## config.mk

```make
export PLATFORM = sky130hd
export DESIGN_NAME = crw_clock_reset_watchdog
export DESIGN_NICKNAME = d
export VERILOG_FILES = /design/src/design/crw_clock_reset_watchdog.v
export VERILOG_INCLUDE_DIRS = /design/src /design/src/design
export SDC_FILE = /design/constraint.sdc
export NUM_CORES = 1
export LEC_CHECK = 0
export BUFFER_PORTS_ARGS = -buffer_cell sky130_fd_sc_hd__buf_2
export CORE_UTILIZATION = 40
export CTS_CLUSTER_DIAMETER = 150
export DETAILED_ROUTE_END_ITERATION = 10
export PLACE_DENSITY = 0.61
export SETUP_SLACK_MARGIN = 0.02
export SYNTH_ARGS = -nofsm -noshare
export SYNTH_HDL_FRONTEND = slang
export SYNTH_SLANG_ARGS = --single-unit
```

## constraint.sdc

```tcl
create_clock -name aclk -period 3.95 [get_ports aclk]
set_input_delay 0.79 -clock aclk [delete_from_list [all_inputs] [get_ports aclk]]
set_output_delay 0.79 -clock aclk [all_outputs]
set_load 0.02 [all_outputs]
```

## src/design/crw_defines.vh

```
`ifndef CRW_DEFINES_VH
`define CRW_DEFINES_VH

// ----------------------------------------------------------------
// Register byte offsets
// ----------------------------------------------------------------
`define CRW_ADDR_W 8
`define CRW_OFS_INPUT_PORT 8'h00
`define CRW_OFS_OUTPUT_PORT 8'h04
`define CRW_OFS_PIN_FUNCTION 8'h08
`define CRW_OFS_BAUD_SELECT 8'h0C
`define CRW_OFS_WDOG_CLEAR 8'h10
`define CRW_OFS_CLOCK_CONTROL 8'h14

// ----------------------------------------------------------------
// Reset values
// ----------------------------------------------------------------
`define CRW_RST_OUTPUT_PORT 8'h00
`define CRW_RST_PIN_FUNCTION 8'h03
`define CRW_RST_BAUD_SELECT 3'h0
`define CRW_RST_CLOCK_CONTROL 8'h00

// ----------------------------------------------------------------
// Field positions
// ----------------------------------------------------------------
`define CRW_PFC_PULSE_MODULATOR_ONE_SEL 0
`define CRW_PFC_LOWCLK_EN 1
`define CRW_PFC_PIN2_SEL_LO 4
`define CRW_PFC_PIN2_SEL_HI 5
`define CRW_PFC_OSC_PD 6
`define CRW_CC_SRC_CLK_EN 2
`define CRW_CC_TURBO 3
`define CRW_IN_TRANSMIT_POWER_DETECT_PIN 7
`define CRW_IN_SERVICE_MODE_PIN 6

// ----------------------------------------------------------------
// Pin two selector codes
// ----------------------------------------------------------------
`define CRW_PIN2_PORT 2'h0
`define CRW_PIN2_PWM 2'h1
`define CRW_PIN2_LATCH 2'h2

// ----------------------------------------------------------------
// AXI responses
// ----------------------------------------------------------------
`define CRW_RESP_OKAY 2'h0
`define CRW_RESP_SLVERR 2'h2

// ----------------------------------------------------------------
// Timing
// ----------------------------------------------------------------
`define CRW_MAIN_CLOCK_HZ 1008000
`define CRW_TICKS_PER_MS (`CRW_MAIN_CLOCK_HZ / 1000)
`define CRW_WDOG_PERIOD_MS 4000
`define CRW_RESET_STRETCH_MS 100
`define CRW_BAUD_OVERSAMPLE 21'h08
`define CRW_BAUD_ACC_W 21
// Main clock rate at accumulator width
`define CRW_BAUD_MODULUS 21'hF6180

`endif

```

## src/design/crw_clock_reset_watchdog.v

```verilog
`timescale 1ns/1ps
`default_nettype none
`include "crw_defines.vh"

module crw_clock_reset_watchdog #(
   parameter TICKS_PER_MS = `CRW_TICKS_PER_MS,
   parameter WDOG_MS = `CRW_WDOG_PERIOD_MS,
   parameter STRETCH_MS = `CRW_RESET_STRETCH_MS
) (
   input wire aclk,
   input wire aresetn,
   input wire s_axi_awvalid,
   output wire s_axi_awready,
   input wire [31:0] s_axi_awaddr,
   input wire [2:0] s_axi_awprot,
   input wire s_axi_wvalid,
   output wire s_axi_wready,
   input wire [31:0] s_axi_wdata,
   input wire [3:0] s_axi_wstrb,
   output reg s_axi_bvalid,
   input wire s_axi_bready,
   output reg [1:0] s_axi_bresp,
   input wire s_axi_arvalid,
   output wire s_axi_arready,
   input wire [31:0] s_axi_araddr,
   input wire [2:0] s_axi_arprot,
   output reg s_axi_rvalid,
   input wire s_axi_rready,
   output reg [31:0] s_axi_rdata,
   output reg [1:0] s_axi_rresp,
   input wire crystal_input,
   output reg crystal_output,
   output reg oscillator_power_down,
   input wire emulation_mode,
   input wire processor_clock_pin_in,
   output reg processor_clock_pin_out,
   output reg processor_clock_pin_oe,
   output reg buffered_source_clock_out,
   output reg low_rate_clock_out,
   output reg baud_clock_out,
   output reg sci_baud_tick,
   input wire pulse_modulator_one,
   input wire pulse_modulator_two,
   input wire serial_latch_two_strobe,
   output reg pin_output_one,
   output reg pin_output_two,
   output reg pin_output_six_n,
   output reg pin_output_seven_n,
   input wire transmit_power_detect_pin,
   input wire service_mode_pin,
   input wire [2:0] uncommitted_inputs,
   input wire ext_interrupt_zero,
   input wire ext_interrupt_one,
   input wire master_reset_pin_n,
   output wire external_reset_out_n,
   output reg master_reset_active
);

   // ----------------------------------------------------------------
   // Functions
   // ----------------------------------------------------------------
   function [`CRW_BAUD_ACC_W-1:0] baud_inc;
      input [2:0] sel;
      begin
         case (sel)
            3'h1: baud_inc = 21'd1200 * 21'h2 * `CRW_BAUD_OVERSAMPLE;
            3'h2: baud_inc = 21'd2400 * 21'h2 * `CRW_BAUD_OVERSAMPLE;
            3'h3: baud_inc = 21'd4800 * 21'h2 * `CRW_BAUD_OVERSAMPLE;
            3'h4: baud_inc = 21'd9600 * 21'h2 * `CRW_BAUD_OVERSAMPLE;
            default: baud_inc = 21'd600 * 21'h2 * `CRW_BAUD_OVERSAMPLE;
         endcase
      end
   endfunction

   function [2:0] reg_sel;
      input [31:0] addr;
      begin
         case (addr[`CRW_ADDR_W-1:0])
            `CRW_OFS_INPUT_PORT: reg_sel = 3'h1;
            `CRW_OFS_OUTPUT_PORT: reg_sel = 3'h2;
            `CRW_OFS_PIN_FUNCTION: reg_sel = 3'h3;
            `CRW_OFS_BAUD_SELECT: reg_sel = 3'h4;
            `CRW_OFS_WDOG_CLEAR: reg_sel = 3'h5;
            `CRW_OFS_CLOCK_CONTROL: reg_sel = 3'h6;
            default: reg_sel = 3'h0;
         endcase
         if (addr[31:`CRW_ADDR_W] != 24'h000000) begin
            reg_sel = 3'h0;
         end
      end
   endfunction

   // ----------------------------------------------------------------
   // Pin synchronisers
   // ----------------------------------------------------------------
   wire [8:0] pin_raw;
   reg [8:0] pin_meta;
   reg [8:0] pin_sync;
   assign pin_raw = {master_reset_pin_n, emulation_mode, processor_clock_pin_in,
                     crystal_input, transmit_power_detect_pin, service_mode_pin,
                     uncommitted_inputs};

   genvar gi;
   generate
      for (gi = 0; gi < 9; gi = gi + 1) begin : g_sync
         always @(posedge aclk) begin
            if (!aresetn) begin
               pin_meta[gi] <= 1'b0;
               pin_sync[gi] <= 1'b0;
            end else begin
               pin_meta[gi] <= pin_raw[gi];
               pin_sync[gi] <= pin_meta[gi];
            end
         end
      end
   endgenerate

   reg [1:0] irq_meta;
   reg [1:0] irq_sync;
   always @(posedge aclk) begin
      if (!aresetn) begin
         irq_meta <= 2'h0;
         irq_sync <= 2'h0;
      end else begin
         irq_meta <= {ext_interrupt_one, ext_interrupt_zero};
         irq_sync <= irq_meta;
      end
   end

   wire [2:0] inputs_s = pin_sync[2:0];
   wire service_mode_pin_s = pin_sync[3];
   wire transmit_power_detect_pin_s = pin_sync[4];
   wire xin_s = pin_sync[5];
   wire processor_clock_pin_s = pin_sync[6];
   wire emul_s = pin_sync[7];
   wire mrn_s = pin_sync[8];

   // ----------------------------------------------------------------
   // Registers and master reset
   // ----------------------------------------------------------------
   reg [7:0] output_port;
   reg [7:0] pin_function;
   reg [2:0] baud_sel;
   reg [7:0] clock_control;
   reg [15:0] stretch_ms;
   wire reg_rst = !aresetn || !mrn_s || (stretch_ms != 16'h0000);

   wire turbo = clock_control[`CRW_CC_TURBO];
   wire [7:0] input_port = {transmit_power_detect_pin_s, service_mode_pin_s, 1'b0, inputs_s, irq_sync};

   // ----------------------------------------------------------------
   // AXI4-Lite slave
   // ----------------------------------------------------------------
   reg aw_held;
   reg w_held;
   reg [2:0] aw_sel;
   reg [7:0] w_byte;
   reg w_lane0;
   wire do_write = aw_held && w_held && !s_axi_bvalid;
   wire wr_en = do_write && w_lane0;

   assign s_axi_awready = !aw_held && !s_axi_bvalid;
   assign s_axi_wready = !w_held && !s_axi_bvalid;
   assign s_axi_arready = !s_axi_rvalid;

   always @(posedge aclk) begin
      if (!aresetn) begin
         aw_held <= 1'b0;
         w_held <= 1'b0;
         aw_sel <= 3'h0;
         w_byte <= 8'h00;
         w_lane0 <= 1'b0;
         s_axi_bvalid <= 1'b0;
         s_axi_bresp <= `CRW_RESP_OKAY;
      end else begin
         if (s_axi_awvalid && s_axi_awready) begin
            aw_held <= 1'b1;
            aw_sel <= reg_sel(s_axi_awaddr);
         end
         if (s_axi_wvalid && s_axi_wready) begin
            w_held <= 1'b1;
            w_byte <= s_axi_wdata[7:0];
            w_lane0 <= s_axi_wstrb[0];
         end
         if (do_write) begin
            aw_held <= 1'b0;
            w_held <= 1'b0;
            s_axi_bvalid <= 1'b1;
            s_axi_bresp <= (aw_sel == 3'h0 || aw_sel == 3'h1) ? `CRW_RESP_SLVERR
                                                               : `CRW_RESP_OKAY;
         end else if (s_axi_bready) begin
            s_axi_bvalid <= 1'b0;
         end
      end
   end

   always @(posedge aclk) begin
      if (!aresetn) begin
         s_axi_rvalid <= 1'b0;
         s_axi_rdata <= 32'h00000000;
         s_axi_rresp <= `CRW_RESP_OKAY;
      end else if (s_axi_arvalid && s_axi_arready) begin
         s_axi_rvalid <= 1'b1;
         s_axi_rresp <= `CRW_RESP_OKAY;
         case (reg_sel(s_axi_araddr))
            3'h1: s_axi_rdata <= {24'h000000, input_port};
            3'h2: s_axi_rdata <= {24'h000000, output_port};
            3'h3: s_axi_rdata <= {24'h000000, pin_function};
            3'h4: s_axi_rdata <= 32'h00000000;
            3'h5: s_axi_rdata <= 32'h00000000;
            3'h6: s_axi_rdata <= {24'h000000, clock_control};
            default: begin
               s_axi_rdata <= 32'h00000000;
               s_axi_rresp <= `CRW_RESP_SLVERR;
            end
         endcase
      end else if (s_axi_rready) begin
         s_axi_rvalid <= 1'b0;
      end
   end

   // Master reset wipes software state; writes landing during it are lost
   always @(posedge aclk) begin
      if (reg_rst) begin
         output_port <= `CRW_RST_OUTPUT_PORT;
         pin_function <= `CRW_RST_PIN_FUNCTION;
         baud_sel <= `CRW_RST_BAUD_SELECT;
         clock_control <= `CRW_RST_CLOCK_CONTROL;
      end else if (wr_en) begin
         case (aw_sel)
            3'h2: output_port <= w_byte;
            3'h3: pin_function <= w_byte;
            3'h4: baud_sel <= w_byte[2:0];
            3'h6: clock_control <= w_byte;
            default: output_port <= output_port;
         endcase
      end
   end

   // ----------------------------------------------------------------
   // Clock generation
   // ----------------------------------------------------------------
   reg xin_prev;
   reg processor_clock_pin_prev;
   reg [2:0] src_div;
   reg main_lvl;
   reg main_prev;
   wire xin_rise = xin_s && !xin_prev;
   wire processor_clock_pin_rise = processor_clock_pin_s && !processor_clock_pin_prev;
   wire main_tick = main_lvl && !main_prev;

   always @(posedge aclk) begin
      if (!aresetn) begin
         xin_prev <= 1'b0;
         processor_clock_pin_prev <= 1'b0;
         src_div <= 3'h0;
         main_lvl <= 1'b0;
         main_prev <= 1'b0;
      end else begin
         xin_prev <= xin_s;
         processor_clock_pin_prev <= processor_clock_pin_s;
         main_prev <= main_lvl;
         if (xin_rise) begin
            src_div <= src_div + 3'h1;
         end
         if (emul_s) begin
            if (!turbo) begin
               main_lvl <= processor_clock_pin_s;
            end else if (processor_clock_pin_rise) begin
               main_lvl <= !main_lvl;
            end
         end else begin
            main_lvl <= src_div[2];
         end
      end
   end

   // ----------------------------------------------------------------
   // Clock and port pins
   // ----------------------------------------------------------------
   always @(posedge aclk) begin
      if (!aresetn) begin
         processor_clock_pin_out <= 1'b0;
         processor_clock_pin_oe <= 1'b0;
         buffered_source_clock_out <= 1'b0;
         low_rate_clock_out <= 1'b0;
         oscillator_power_down <= 1'b0;
         crystal_output <= 1'b0;
         pin_output_one <= 1'b0;
         pin_output_two <= 1'b0;
         pin_output_six_n <= 1'b1;
         pin_output_seven_n <= 1'b1;
      end else begin
         processor_clock_pin_out <= turbo ? src_div[1] : src_div[2];
         processor_clock_pin_oe <= !emul_s;
         if (clock_control[`CRW_CC_SRC_CLK_EN]) begin
            buffered_source_clock_out <= xin_s;
         end else begin
            buffered_source_clock_out <= output_port[0];
         end
         low_rate_clock_out <= pin_function[`CRW_PFC_LOWCLK_EN] && main_lvl;
         oscillator_power_down <= pin_function[`CRW_PFC_OSC_PD];
         crystal_output <= !pin_function[`CRW_PFC_OSC_PD] && !xin_s;
         if (pin_function[`CRW_PFC_PULSE_MODULATOR_ONE_SEL]) begin
            pin_output_one <= output_port[1];
         end else begin
            pin_output_one <= pulse_modulator_one;
         end
         case (pin_function[`CRW_PFC_PIN2_SEL_HI:`CRW_PFC_PIN2_SEL_LO])
            `CRW_PIN2_PORT: pin_output_two <= output_port[2];
            `CRW_PIN2_PWM: pin_output_two <= pulse_modulator_two;
            `CRW_PIN2_LATCH: pin_output_two <= serial_latch_two_strobe;
            default: pin_output_two <= 1'b0;
         endcase
         pin_output_six_n <= !output_port[6];
         pin_output_seven_n <= !output_port[7];
      end
   end

   // ----------------------------------------------------------------
   // Baud rate generator
   // ----------------------------------------------------------------
   // Fractional accumulator: the 8x rates of 2400 baud and up do not divide 1.008 MHz evenly
   reg [`CRW_BAUD_ACC_W-1:0] baud_acc;
   wire [`CRW_BAUD_ACC_W-1:0] baud_sum = baud_acc + baud_inc(baud_sel);
   wire baud_wrap = baud_sum >= `CRW_BAUD_MODULUS;

   always @(posedge aclk) begin
      if (reg_rst) begin
         baud_acc <= {`CRW_BAUD_ACC_W{1'b0}};
         baud_clock_out <= 1'b0;
         sci_baud_tick <= 1'b0;
      end else begin
         sci_baud_tick <= 1'b0;
         if (main_tick) begin
            if (baud_wrap) begin
               baud_acc <= baud_sum - `CRW_BAUD_MODULUS;
               baud_clock_out <= !baud_clock_out;
               sci_baud_tick <= !baud_clock_out;
            end else begin
               baud_acc <= baud_sum;
            end
         end
      end
   end

   // ----------------------------------------------------------------
   // Watchdog and reset stretch
   // ----------------------------------------------------------------
   reg [15:0] prescale;
   reg [15:0] wdog_ms;
   wire ms_tick = main_tick && (prescale == TICKS_PER_MS - 1);
   wire wdog_clear = service_mode_pin_s || !mrn_s || (stretch_ms != 16'h0000) ||
                     (wr_en && aw_sel == 3'h5);

   always @(posedge aclk) begin
      if (!aresetn) begin
         prescale <= 16'h0000;
         wdog_ms <= 16'h0000;
         stretch_ms <= 16'h0000;
         master_reset_active <= 1'b1;
      end else begin
         master_reset_active <= reg_rst;
         if (!mrn_s) begin
            prescale <= 16'h0000;
         end else if (main_tick) begin
            prescale <= ms_tick ? 16'h0000 : prescale + 16'h0001;
         end
         if (wdog_clear) begin
            wdog_ms <= 16'h0000;
         end else if (ms_tick) begin
            wdog_ms <= wdog_ms + 16'h0001;
         end
         if (!mrn_s) begin
            stretch_ms <= STRETCH_MS[15:0];
         end else if (!wdog_clear && ms_tick && wdog_ms == WDOG_MS - 1) begin
            stretch_ms <= STRETCH_MS[15:0];
         end else if (ms_tick && stretch_ms != 16'h0000) begin
            stretch_ms <= stretch_ms - 16'h0001;
         end
      end
   end

   // Raw pin term drops the output without waiting on the synchroniser
   assign external_reset_out_n = master_reset_pin_n && !master_reset_active;

endmodule // crw_clock_reset_watchdog

`default_nettype wire

```

After elaboration in Yosys (flattened, before gate mapping)

Index checks and enable logic that the tools add are counted.

Add/sub/neg operators: 6
Order comparisons: 1
Equal/unequal tests: 32
Multiplexer cells: 26
Bitwise gates (word level): 4
Reductions and logical operators: 63

Operators by type and width:

| operator                                                                 | count |
|---|---|
| 18-bit one-hot mux with 4 select lines                                   | 1 |
| 24-bit nonzero test                                                      | 2 |
| 3-bit one-hot mux with 6 select lines                                    | 2 |
| 16-bit by 1-bit adder with 16-bit output (second input constant)         | 2 |
| 8-bit by 4-bit equality test with 1-bit output (second input constant)   | 4 |
| 8-bit by 5-bit equality test with 1-bit output (second input constant)   | 4 |
| 8-bit one-hot mux with 4 select lines                                    | 1 |
| 21-bit adder                                                             | 1 |
| 3-bit equality test (second input constant)                              | 7 |
| 21-bit by 20-bit >= comparator with 1-bit output (second input constant) | 1 |
| 21-bit two-way mux                                                       | 1 |
| 7-bit two-way mux                                                        | 3 |
| 21-bit by 20-bit subtractor with 21-bit output (second input constant)   | 1 |
| 1-bit logical AND                                                        | 19 |
| 3-bit by 2-bit equality test with 1-bit output (second input constant)   | 6 |
| 1-bit zero test                                                          | 18 |
| 16-bit by 10-bit equality test with 1-bit output (second input constant) | 1 |
| 16-bit by 12-bit equality test with 1-bit output (second input constant) | 1 |
| 8-bit by 3-bit equality test with 1-bit output (second input constant)   | 2 |
| 8-bit zero test                                                          | 2 |
| 16-bit two-way mux                                                       | 1 |
| 16-bit nonzero test                                                      | 1 |
| 16-bit by 1-bit subtractor with 16-bit output (second input constant)    | 1 |
| 3-bit two-way mux                                                        | 4 |
| 18 further kinds                                                         | 46 |

Register bits after elaboration: 190
Logic and storage cells: 189

Depth between registers and ports, before layout

Gate-level depths: netlist of run 1.

Depth in word-level cells: 10
Gate-level depth with buffers: 16
Gate-level depth less buffers: 14

Least setup slack after synthesis of run 1

OpenSTA, ideal clock, no wires.

Kind: register -> register
Start point: register baud_sel[0]
End point: register baud_acc[12]
Arrival: 3,236 ps
Required time: 3,815 ps
Slack: 579 ps
Cell stages (with the launch flop): 16
Buffers on the path: 2
Clock period less this slack: 3,371 ps
Path through: dfxtp_1 clkbuf_1 nor2_1 xor2_1 ha_1 inv_1 fa_1 nor2b_4 o31a_4 or4_1 o311a_4 o31ai_4 a31oi_1 buf_4 o41ai_1 a31oi_1

Longest elaborated chain between the ends: 5

RTL lines:

| item                                                                                                                                | line                           | RTL |
|---|---|---|
| start, declared                                                                                                                     | crw_clock_reset_watchdog.v:143 | `reg [2:0] baud_sel;` |
| start signal, assigned                                                                                                              | crw_clock_reset_watchdog.v:227 | `` baud_sel <= `CRW_RST_BAUD_SELECT; `` |
| start signal, assigned                                                                                                              | crw_clock_reset_watchdog.v:233 | `3'h4: baud_sel <= w_byte[2:0];` |
| 3-bit equality test, or another cell as far along                                                                                   | crw_clock_reset_watchdog.v:65  | `case (sel)` |
| 18-bit one-hot mux with 4 select lines *                                                                                            | crw_clock_reset_watchdog.v:65  |  |
| 21-bit adder *                                                                                                                      | crw_clock_reset_watchdog.v:325 | `` wire [`CRW_BAUD_ACC_W-1:0] baud_sum = baud_acc + baud_inc(baud_sel); `` |
| 21-bit by 20-bit subtractor with 21-bit output (no line) / 21-bit by 20-bit >= comparator with 1-bit output (equally long branches) | -                              |  |
| 21-bit two-way mux *                                                                                                                | crw_clock_reset_watchdog.v:336 | `if (baud_wrap) begin` |
| end signal, assigned                                                                                                                | crw_clock_reset_watchdog.v:330 | `` baud_acc <= {`CRW_BAUD_ACC_W{1'b0}}; `` |
| end signal, assigned                                                                                                                | crw_clock_reset_watchdog.v:337 | `` baud_acc <= baud_sum - `CRW_BAUD_MODULUS; `` |
| end signal, assigned                                                                                                                | crw_clock_reset_watchdog.v:341 | `baud_acc <= baud_sum;` |
| end, declared                                                                                                                       | crw_clock_reset_watchdog.v:324 | `` reg [`CRW_BAUD_ACC_W-1:0] baud_acc; `` |

Every way passes the cells marked *; elsewhere a longest branch is shown, timed or not.
A chain may end at the register's enable or synchronous reset.

Worst setup path after layout of run 1

Start point: register baud_sel[1]
End point: register baud_acc[13]

Same word-level chain as after synthesis.

==> run metrics, run 1 <==
GR Util All Layers=a little under a fifth; Worst Path Required=roughly 4.3 ns; CP startpoint kind=flip-flop; critical path capture point type=flip-flop; vias per cell=about 5.0; DR WL/cell=between 10 and 15 um; post-synth top area share=41.4%; commonest non-fill, non-tap cell in the layout=dfxtp_1; CP Launch Point=baud_sel[1]; Max clock buf depth=2; Hold Violations, Final=0; Area Overhead vs Synth=18.4%; Tcrit/Tclk final=between 90% and 100%; setup TNS=0 ns; Peak Freq=between 200 and 300 MHz; global routing's busiest layer=met2; Routability Congestion=between 0.8 and 0.9; M2 GR Usage=29.4%; Synth Cell Area=0.00760 mm^2; startpoint of the worst register-to-register path=baud_sel[1]; Min Clock Period, post-route=3.63 ns; first-pass GRT wire length=28.3 mm; CTS tree=yes; Post-synth top flop=dfxtp_1; die footprint=between 0.015 and 0.02 mm^2; outcome=finished, final reports clean; sequential-to-total area share from yosys stat=about two fifths; First-pass DRT Iterations=5; fillers=around 1800; fraction of registers with async set/reset=0%; Crit path largest cell delay=about 0.46 ns; Die X-Extent=about 140 um; clock sinks=roughly 160; Min-Delay Path Class=reg2reg; VDD IR max=approximately 320 uV; Core Area=0.0186 mm^2; max capacitance violation total=0; largest net degree at the start of global routing=between 60 and 70; Syn Inst Count=896; met3 usage=between 4 and 5%; share of cells above drive strength 1=17.7%; setup bufs post-CTS=0; number of remaining DRC errors=0; met1 usage=between 20% and 30%; number of hold buffers added after cts=0; grt ovf=0; final clock skew=0.0139 ns; antenna violations before repair=0; Worst-Skew Late Latency=0.44 ns; worst-margin pin slew=roughly 1.0 ns; row count=50; Slew HR=between 30% and 40%; IO Count=182; Bufs and invs on worst path=2; Leakage=between 3 and 4 nW; DR vias=around 6300; yosys warns=0; critical path, cell by cell=nor2_1 > xor2_1 > ha_1 > inv_1 > fa_1 > nor2b_4 > o21ai_1 > mux2_2 > a311oi_2 > o31ai_4 > a31oi_2 > buf_4 > nor2_1 > xor2_1 > a21oi_1; Synth Area per Inst=8.48 um^2; fin nets=~1200; TritonCTS buffer count=17; die height=about 140 um; final hold slack=approximately 0.43 ns; Worst Path Max Fanout=6; Crit path max-delay family=compound AO/OA/AOI/OAI gates; Final setup viols=0; Buffers on Ports=122; number of synthesized flops with an enable pin=0; clock root cell=clkbuf_16; P per Cell Area=between 300 and 400 mW/mm^2; Max Transition Viols Final=0; Final Routed Wirelength=about 17 mm; most frequent cells in the layout=dfxtp_1 (157), buf_2 (122), nor2_1 (121); CTS H-Tree Depth=4; Synth Register Bits=roughly 160; vias in the first global route=roughly 6000; Worst-path clk slew=0.08 ns; Worst EP arrival=4.00 ns; area leader, netlist=dfxtp_1; initial core utilization=between 40% and 50%; Antenna Nets Post-Route=0; slowest CP cell=fa_1; Synth cell types=62; post-DP HPWL=between 10 and 15 mm; Starting DRT DRC Count=roughly 300; RSZ-0062 raised after global routing=true; Worst Path Class, Setup=reg2reg; Hold Startpoint=output_port[7]; top cells by area, synth=dfxtp_1 (41%), nor2_1 (6.0%), nand2_1 (4.8%), mux2i_1 (4.7%), and2_1 (3.9%)
==> worst paths after layout <==
kind	endpoint	slack [ns]	cells after the start
max	baud_acc[13]	0.32	15
min	pin_output_seven_n	0.43	1
max reg2reg	baud_acc[13]	0.32	15
min reg2reg	pin_output_seven_n	0.43	1
==> worst register-to-register path: stages, from the launching register on <==
cell and delay [ns]:
dfxtp_1 0.35, nor2_1 0.16, xor2_1 0.24, ha_1 0.23, inv_1 0.06, fa_1 0.47, nor2b_4 0.16, o21ai_1 0.10
mux2_2 0.32, a311oi_2 0.46, o31ai_4 0.14, a31oi_2 0.35, buf_4 0.20, nor2_1 0.05, xor2_1 0.16, a21oi_1 0.14
==> sequential cells by signal, summed over array words and instances, names as in the netlist, 2 cells and up <==
name and flops:
irq_sync 2, pin_function 8, w_byte 8, irq_meta 2, aw_sel 3, baud_acc 14, s_axi_rdata 8, wdog_ms 16
src_div 3, stretch_ms 16, input_port 3, pin_meta 9, clock_control 8, prescale 16, baud_sel 3, output_port 8
==> cell type report <==
| class | count | area (um^2) | area share (%) |
|---|---|---|---|
| clock inverter | 15 | 211 | 2.35 |
| inverter | 21 | 78.8 | 0.876 |
| timing repair buffer | 132 | 686 | 7.62 |
| clock buffer | 17 | 425 | 4.73 |
| antenna | 1 | 2.50 | 0.0278 |
| multi-input combinational | 685 | 4150 | 46.2 |
| sequential | 157 | 3140 | 34.9 |
| tap | 234 | 293 | 3.26 |
==> cell usage after synthesis, types with 11 or more instances <==
cell and number:
a21boi_0 13, a21oi_1 43, and2_1 47, and3_1 11
buf_4 27, clkbuf_1 21, dfxtp_1 157, ha_1 16
inv_1 21, mux2i_1 36, nand2_1 98, nand3_1 17
nand4_1 12, nor2_1 121, nor2b_1 14, nor3_1 19
nor4_1 19, o21ai_0 35, xnor2_1 26, xor2_1 30
==> routing by layer <==
layer / up-vias / part of all wire [%] / wire (um)
met1: 2905 / 48 / 8220
met5: - / 0 / 0
met3: 12 / 4.4 / 742
li1: 3277 / - / -
met2: 138 / 46 / 7880
met4: 0 / 1.0 / 170
==> where the power goes <==
| group | internal [mW] | switching, mW |
|---|---|---|
| registers | 1.61 | 0.0185 |
| clock network | 0.879 | 0.828 |
| logic | 0.0682 | 0.0960 |
==> stage by stage <==
stage | cells | total power, mW | area [um^2] | setup slack [ns] | util (%)
after floorplan | 921 | 1.77 | 7690 | 0.579 | -
after global placement | 1229 | 1.83 | 8340 | 0.171 | 44.7
after detailed placement | 1229 | 1.83 | 8340 | 0.154 | 44.7
after CTS | 1261 | 3.53 | 8980 | 0.148 | 48.2
after global routing | 1261 | 3.62 | 8990 | 0.0135 | 48.2
final | 1262 | 3.50 | 8990 | 0.322 | 48.2
==> cells by family after synthesis <==
family | share of synthesized area (%)
multiplexers | 5.04
buffers and inverters | 5.34
AO/OA/AOI/OAI | 12.7
other | 0.0494
AND/OR/NAND/NOR | 26.2
XOR/XNOR | 6.46
flip-flops | 41.4
adder cells (fa/ha/maj) | 2.90
==> what timing repair did <==
item,CTS,global route
resized for setup,0,2
setup endpoints to repair,0,9
hold endpoints to repair,0,0
No activity file was read; power rests on OpenSTA's default activity.
==> inputs of run 2 (changes only) <==
--- a/config.mk
+++ b/config.mk
@@ -7,10 +7,12 @@
 export NUM_CORES = 1
 export LEC_CHECK = 0
 export BUFFER_PORTS_ARGS = -buffer_cell sky130_fd_sc_hd__buf_2
+export CELL_PAD_IN_SITES_DETAIL_PLACEMENT = 1
+export CELL_PAD_IN_SITES_GLOBAL_PLACEMENT = 1
 export CORE_UTILIZATION = 40
 export CTS_CLUSTER_DIAMETER = 150
 export DETAILED_ROUTE_END_ITERATION = 10
-export PLACE_DENSITY = 0.61
+export PLACE_DENSITY = 0.79
 export SETUP_SLACK_MARGIN = 0.02
 export SYNTH_ARGS = -nofsm -noshare
 export SYNTH_HDL_FRONTEND = slang
==> run metrics, run 2 (synthesized netlist as in run 1, its figures left out) <==
vias in the first global route=6726 (was 5915); Leakage=3.48 nW (was 3.49 nW); fin nets=1157 (was 1158); Die X-Extent=140 um (unchanged); Final Routed Wirelength=19.6 mm (was 17.0 mm); IO Count=182 (unchanged); DR vias=6623 (was 6332); antenna violations before repair=1 (was 0); setup TNS=0 ns (unchanged); die footprint=0.0195 mm^2 (unchanged); post-DP HPWL=14.0 mm (was 12.0 mm); Hold Violations, Final=0 (unchanged); GR Util All Layers=20.7% (was 18.0%); Antenna Nets Post-Route=0 (unchanged); most frequent cells in the layout=dfxtp_1 (156), buf_2 (122), nor2_1 (121) (was dfxtp_1 (157), buf_2 (122), nor2_1 (121)); share of cells above drive strength 1=17.8% (was 17.7%); Slew HR=26.7% (was 30.9%); Area Overhead vs Synth=18.4% (about the same); reg2reg end=baud_acc[8] (was baud_acc[13]); Min Clock Period, post-route=3.67 ns (was 3.63 ns); Peak Freq=272 MHz (was 276 MHz); final clock skew=0.0181 ns (was 0.0139 ns); Max Transition Viols Final=0 (unchanged); reg2reg setup slack=0.28 ns (was 0.32 ns); number of remaining DRC errors=0 (unchanged); largest net degree at the start of global routing=69 (unchanged); RSZ-0062 raised after global routing=false (was true); final hold slack=0.425 ns (was 0.426 ns); worst-margin pin slew=1.10 ns (was 1.03 ns); Max clock buf depth=2 (unchanged); Tcrit/Tclk final=93.0% (was 91.8%); grt ovf=0 (unchanged); Setup WS pre-CTS=0.207 ns (was 0.154 ns); CP endpoint=baud_acc[8] (was baud_acc[13]); Routability Congestion=0.797 (was 0.838); startpoint of the worst register-to-register path=baud_sel[0] (was baud_sel[1]); die height=140 um (unchanged); VDD IR max=305 uV (was 319 uV); clock root cell=clkbuf_16 (unchanged); post-CTS sizing=0 (unchanged); Worst Path Class, Setup=reg2reg (unchanged); post-layout util=48.3% (was 48.2%); CP startpoint kind=flip-flop (unchanged); First-pass DRT Iterations=4 (was 5); initial core utilization=40.7% (unchanged); Worst EP arrival=3.97 ns (was 4.00 ns); largest registers=prescale: 16 flops, stretch_ms: 16 flops, wdog_ms: 16 flops (unchanged); Worst-Skew Late Latency=0.43 ns (was 0.44 ns); DR WL/cell=15.5 um (was 13.5 um); TritonCTS buffer count=17 (unchanged); Worst Path Max Fanout=7 (was 6); first-pass GRT wire length=32.7 mm (was 28.3 mm); Core Area=0.0186 mm^2 (unchanged); Buffers on Ports=122 (unchanged); number of hold buffers added after cts=0 (unchanged); commonest non-fill, non-tap cell in the layout=dfxtp_1 (unchanged); critical path capture point type=flip-flop (unchanged); Final setup viols=0 (unchanged); row count=50 (unchanged); Worst Path Required=4.24 ns (was 4.32 ns); CTS tree=yes (unchanged); vias per cell=5.26 (was 5.02); setup ws final=0.276 ns (was 0.322 ns); Min-Delay Path Class=reg2reg (unchanged); max capacitance violation total=0 (unchanged); P per Cell Area=394 mW/mm^2 (was 389 mW/mm^2); setup bufs post-CTS=0 (unchanged); outcome=finished, final reports clean (unchanged); Starting DRT DRC Count=206 (was 299); cells on worst reg2reg path=13 (was 15); clock sinks=157 (unchanged); Worst-path clk slew=0.06 ns (was 0.08 ns); CTS H-Tree Depth=4 (unchanged); CP Launch Point=baud_sel[0] (was baud_sel[1])
==> run 2: changes by cell type in the layout (fill, tap and decap cells not counted), sizes merged <==
cell,change
bufinv,+4
clkinvlp,+2
clkinv,-3
clkbuf,+1
buf,-1
inv,-5
==> run 2: worst max-delay path, cell delays in order (launching register included) <==
cell	delay, ns
dfxtp_2	0.36
nor2_1	0.19
xor2_1	0.24
ha_1	0.25
inv_1	0.07
fa_1	0.48
nor2_1	0.12
nor4bb_1	0.40
a31oi_2	0.13
a311oi_4	0.39
o31ai_4	0.13
and3_1	0.25
o41ai_1	0.42
a2111oi_2	0.11
==> run 2: worst min-delay path by stage <==
| stage | slack, ns | to | from | cells past startpoint |
|---|---|---|---|---|
| 6_report | 0.43 | pin_output_six_n | output_port[6] | 1 |
| 3_3_place_gp | 0.40 | pin_output_six_n | output_port[6] | 1 |
| 5_1_grt | 0.44 | input_port[4] | pin_meta[2] | 1 |
| 2_1_floorplan | 0.37 | pin_output_seven_n | output_port[7] | 1 |
| 3_5_place_dp | 0.40 | pin_output_six_n | output_port[6] | 1 |
| 4_1_cts | 0.43 | pin_output_seven_n | output_port[7] | 1 |
==> run 2: routing by layer <==
metal | routed length (um) | vias up | track usage [%]
met1 | 8720 | 3186 | 24.7
li1 | - | 3286 | -
met4 | 276 | 0 | 6.54
met3 | 760 | 24 | 4.37
met5 | 0 | - | 0
met2 | 9810 | 127 | 36.9
==> run 2: stage by stage <==
step	cell area [um^2]	total power, mW	instances
2_1_floorplan	7690	1.77	921
3_3_place_gp	8330	1.83	1228
3_5_place_dp	8330	1.83	1228
4_1_cts	8960	3.57	1259
5_1_grt	8990	3.67	1259
6_report	9000	3.54	1260
==> run 2: layout make-up <==
| type | count | area (um^2) |
|---|---|---|
| fillers | 2238 | 9650 |
| multi-input cells | 685 | 4170 |
| flip-flops and latches | 157 | 3140 |
| repair buffers | 131 | 678 |
| clock buffers | 18 | 439 |
| well taps | 234 | 293 |
| clock inverters | 13 | 189 |
| inverters | 21 | 78.8 |
| diodes | 1 | 2.50 |
==> run 2: report_power, final <==
group | switching, mW | internal (mW) | leakage, nW
combinational | 0.0995 | 0.0683 | 1.90
sequential | 0.0183 | 1.61 | 1.27
clock | 0.670 | 1.07 | 0.303
total | 0.788 | 2.75 | 3.48
==> inputs of run 3 (changes only) <==
==> constraint.sdc (replaced) <==
create_clock -name aclk -period 4 [get_ports aclk]
set_input_delay 0.8 -clock aclk [delete_from_list [all_inputs] [get_ports aclk]]
set_output_delay 0.8 -clock aclk [all_outputs]
set_load 0.02 [all_outputs]
==> run metrics, run 3 (synthesized netlist as in run 1, its figures left out) <==
CTS H-Tree Depth=4 (unchanged); clock sinks=157 (unchanged); Die X-Extent=140 um (unchanged); switching part of the total=23.2% (was 22.2%); CP startpoint kind=flip-flop (unchanged); Worst Path Max Fanout=7 (unchanged); Min-Delay Path Class=reg2reg (unchanged); DR WL/cell=15.1 um (was 15.5 um); vias in the first global route=6707 (was 6726); Comb pwr share=4.7% (about the same); post-layout util=48.0% (was 48.3%); Final Routed Wirelength=19.0 mm (was 19.6 mm); number of hold buffers added after cts=0 (unchanged); Clock power frac=48.9% (was 49.3%); max capacitance violation total=0 (unchanged); worst-margin pin slew=1.08 ns (was 1.10 ns); RSZ-0062 raised after global routing=false (unchanged); register area=0.00314 mm^2 (about the same); CTS tree=yes (unchanged); largest registers=prescale: 16 flops, stretch_ms: 16 flops, wdog_ms: 16 flops (unchanged); clock root cell=clkbuf_16 (unchanged); most frequent cells in the layout=dfxtp_1 (157), buf_2 (122), nor2_1 (121) (was dfxtp_1 (156), buf_2 (122), nor2_1 (121)); Peak Freq=273 MHz (was 272 MHz); Worst-path clk slew=0.07 ns (was 0.06 ns); antenna violations before repair=1 (unchanged); Routability Congestion=0.796 (was 0.797); final clock skew=0.00982 ns (was 0.0181 ns); DR vias=6610 (was 6623); sequential share of power=46.3% (was 46.0%); Core Area=0.0186 mm^2 (unchanged); vias per cell=5.25 (was 5.26); First-pass DRT Iterations=5 (was 4); die footprint=0.0195 mm^2 (unchanged); initial core utilization=40.7% (unchanged); GR Util All Layers=20.2% (was 20.7%); Leakage=3.47 nW (was 3.48 nW); Starting DRT DRC Count=178 (was 206); Tcrit/Tclk final=91.5% (was 93.0%); P_int=2.67 mW (was 2.75 mW); row count=50 (unchanged); setup bufs post-CTS=0 (unchanged); Worst-Skew Late Latency=0.43 ns (about the same); outcome=finished, final reports clean (unchanged); Worst Path Class, Setup=reg2reg (unchanged); share of cells above drive strength 1=17.5% (was 17.8%); Min Clock Period, post-route=3.66 ns (was 3.67 ns); Final setup viols=0 (unchanged); largest net degree at the start of global routing=69 (unchanged); footprint of the multi-input gates=0.00415 mm^2 (was 0.00417 mm^2); first-pass GRT wire length=31.7 mm (was 32.7 mm); P per Cell Area=388 mW/mm^2 (was 394 mW/mm^2); commonest non-fill, non-tap cell in the layout=dfxtp_1 (unchanged); Buffers on Ports=122 (unchanged); Antenna Nets Post-Route=0 (unchanged); Setup WS pre-CTS=0.358 ns (was 0.207 ns); switching pwr=805 uW (was 788 uW); die height=140 um (unchanged); Max clock buf depth=2 (unchanged); setup ws final=0.340 ns (was 0.276 ns); post-DP HPWL=14.0 mm (about the same); fin nets=1156 (was 1157); post-CTS sizing=0 (unchanged); critical path capture point type=flip-flop (unchanged); grt ovf=0 (unchanged); IO Count=182 (unchanged); TritonCTS buffer count=17 (unchanged); Area Overhead vs Synth=17.9% (was 18.4%); fillers=2271 (was 2238); Hold Violations, Final=0 (unchanged); Worst Path Required=4.31 ns (was 4.24 ns); VDD IR max=324 uV (was 305 uV); setup TNS=0 ns (unchanged); Slew HR=27.6% (was 26.7%); Worst EP arrival=3.97 ns (about the same); Max Transition Viols Final=0 (unchanged); number of remaining DRC errors=0 (unchanged)
## run 3: final cells by class
class	count	share of cell area, %
Antenna cell	1	0.0279
Clock buffer	18	4.90
Clock inverter	14	2.03
Inverter	21	0.880
Multi-Input combinational cell	685	46.3
Sequential cell	157	35.1
Tap cell	234	3.27
Timing Repair Buffer	130	7.49
## run 3: power by group through the flow
stage | combinational [mW] | clock (mW) | sequential [mW]
final | 0.165 | 1.70 | 1.61
after global routing | 0.182 | 1.79 | 1.61
after CTS | 0.167 | 1.73 | 1.61
after detailed placement | 0.166 | 0 | 1.64
after global placement | 0.162 | 0 | 1.64
after floorplan | 0.108 | 0 | 1.64
## run 3: worst paths after layout
| path | from | to | slack (ns) | depth (start not counted) |
|---|---|---|---|---|
| worst max-delay path | baud_sel[0] | baud_acc[14] | 0.34 | 14 |
| worst min-delay path | output_port[6] | pin_output_six_n | 0.41 | 1 |
| worst max register to register | baud_sel[0] | baud_acc[14] | 0.34 | 14 |
| worst min register to register | output_port[6] | pin_output_six_n | 0.41 | 1 |
## run 3: per-layer routing
| layer | routed length [um] | global-route usage [%] | vias up |
|---|---|---|---|
| li1 | - | - | 3280 |
| met2 | 9550 | 36.4 | 124 |
| met4 | 246 | 5.44 | 0 |
| met3 | 842 | 5.26 | 21 |
| met1 | 8400 | 23.5 | 3185 |
| met5 | 0 | 0 | - |
## run 3: through the flow
step	std cells	power, mW	instance area, um^2	hold WS, ns
floorplan	921	1.75	7690	0.370
global placement	1227	1.80	8330	0.402
detailed placement	1227	1.81	8330	0.392
CTS	1259	3.50	8950	0.414
global route	1259	3.59	8950	0.431
finish	1260	3.47	8960	0.406
## run 3: critical path: stages, from the launching register on
cell and delay (ns):
dfxtp_1 0.48, nor2_1 0.12, xor2_1 0.17, or2_2 0.32
ha_1 0.41, nand3_1 0.21, nor2_1 0.23, a21oi_1 0.10
o211ai_1 0.36, and3_1 0.33, a31oi_1 0.14, buf_4 0.19
nor3_1 0.22, xor2_1 0.17, a21oi_1 0.08
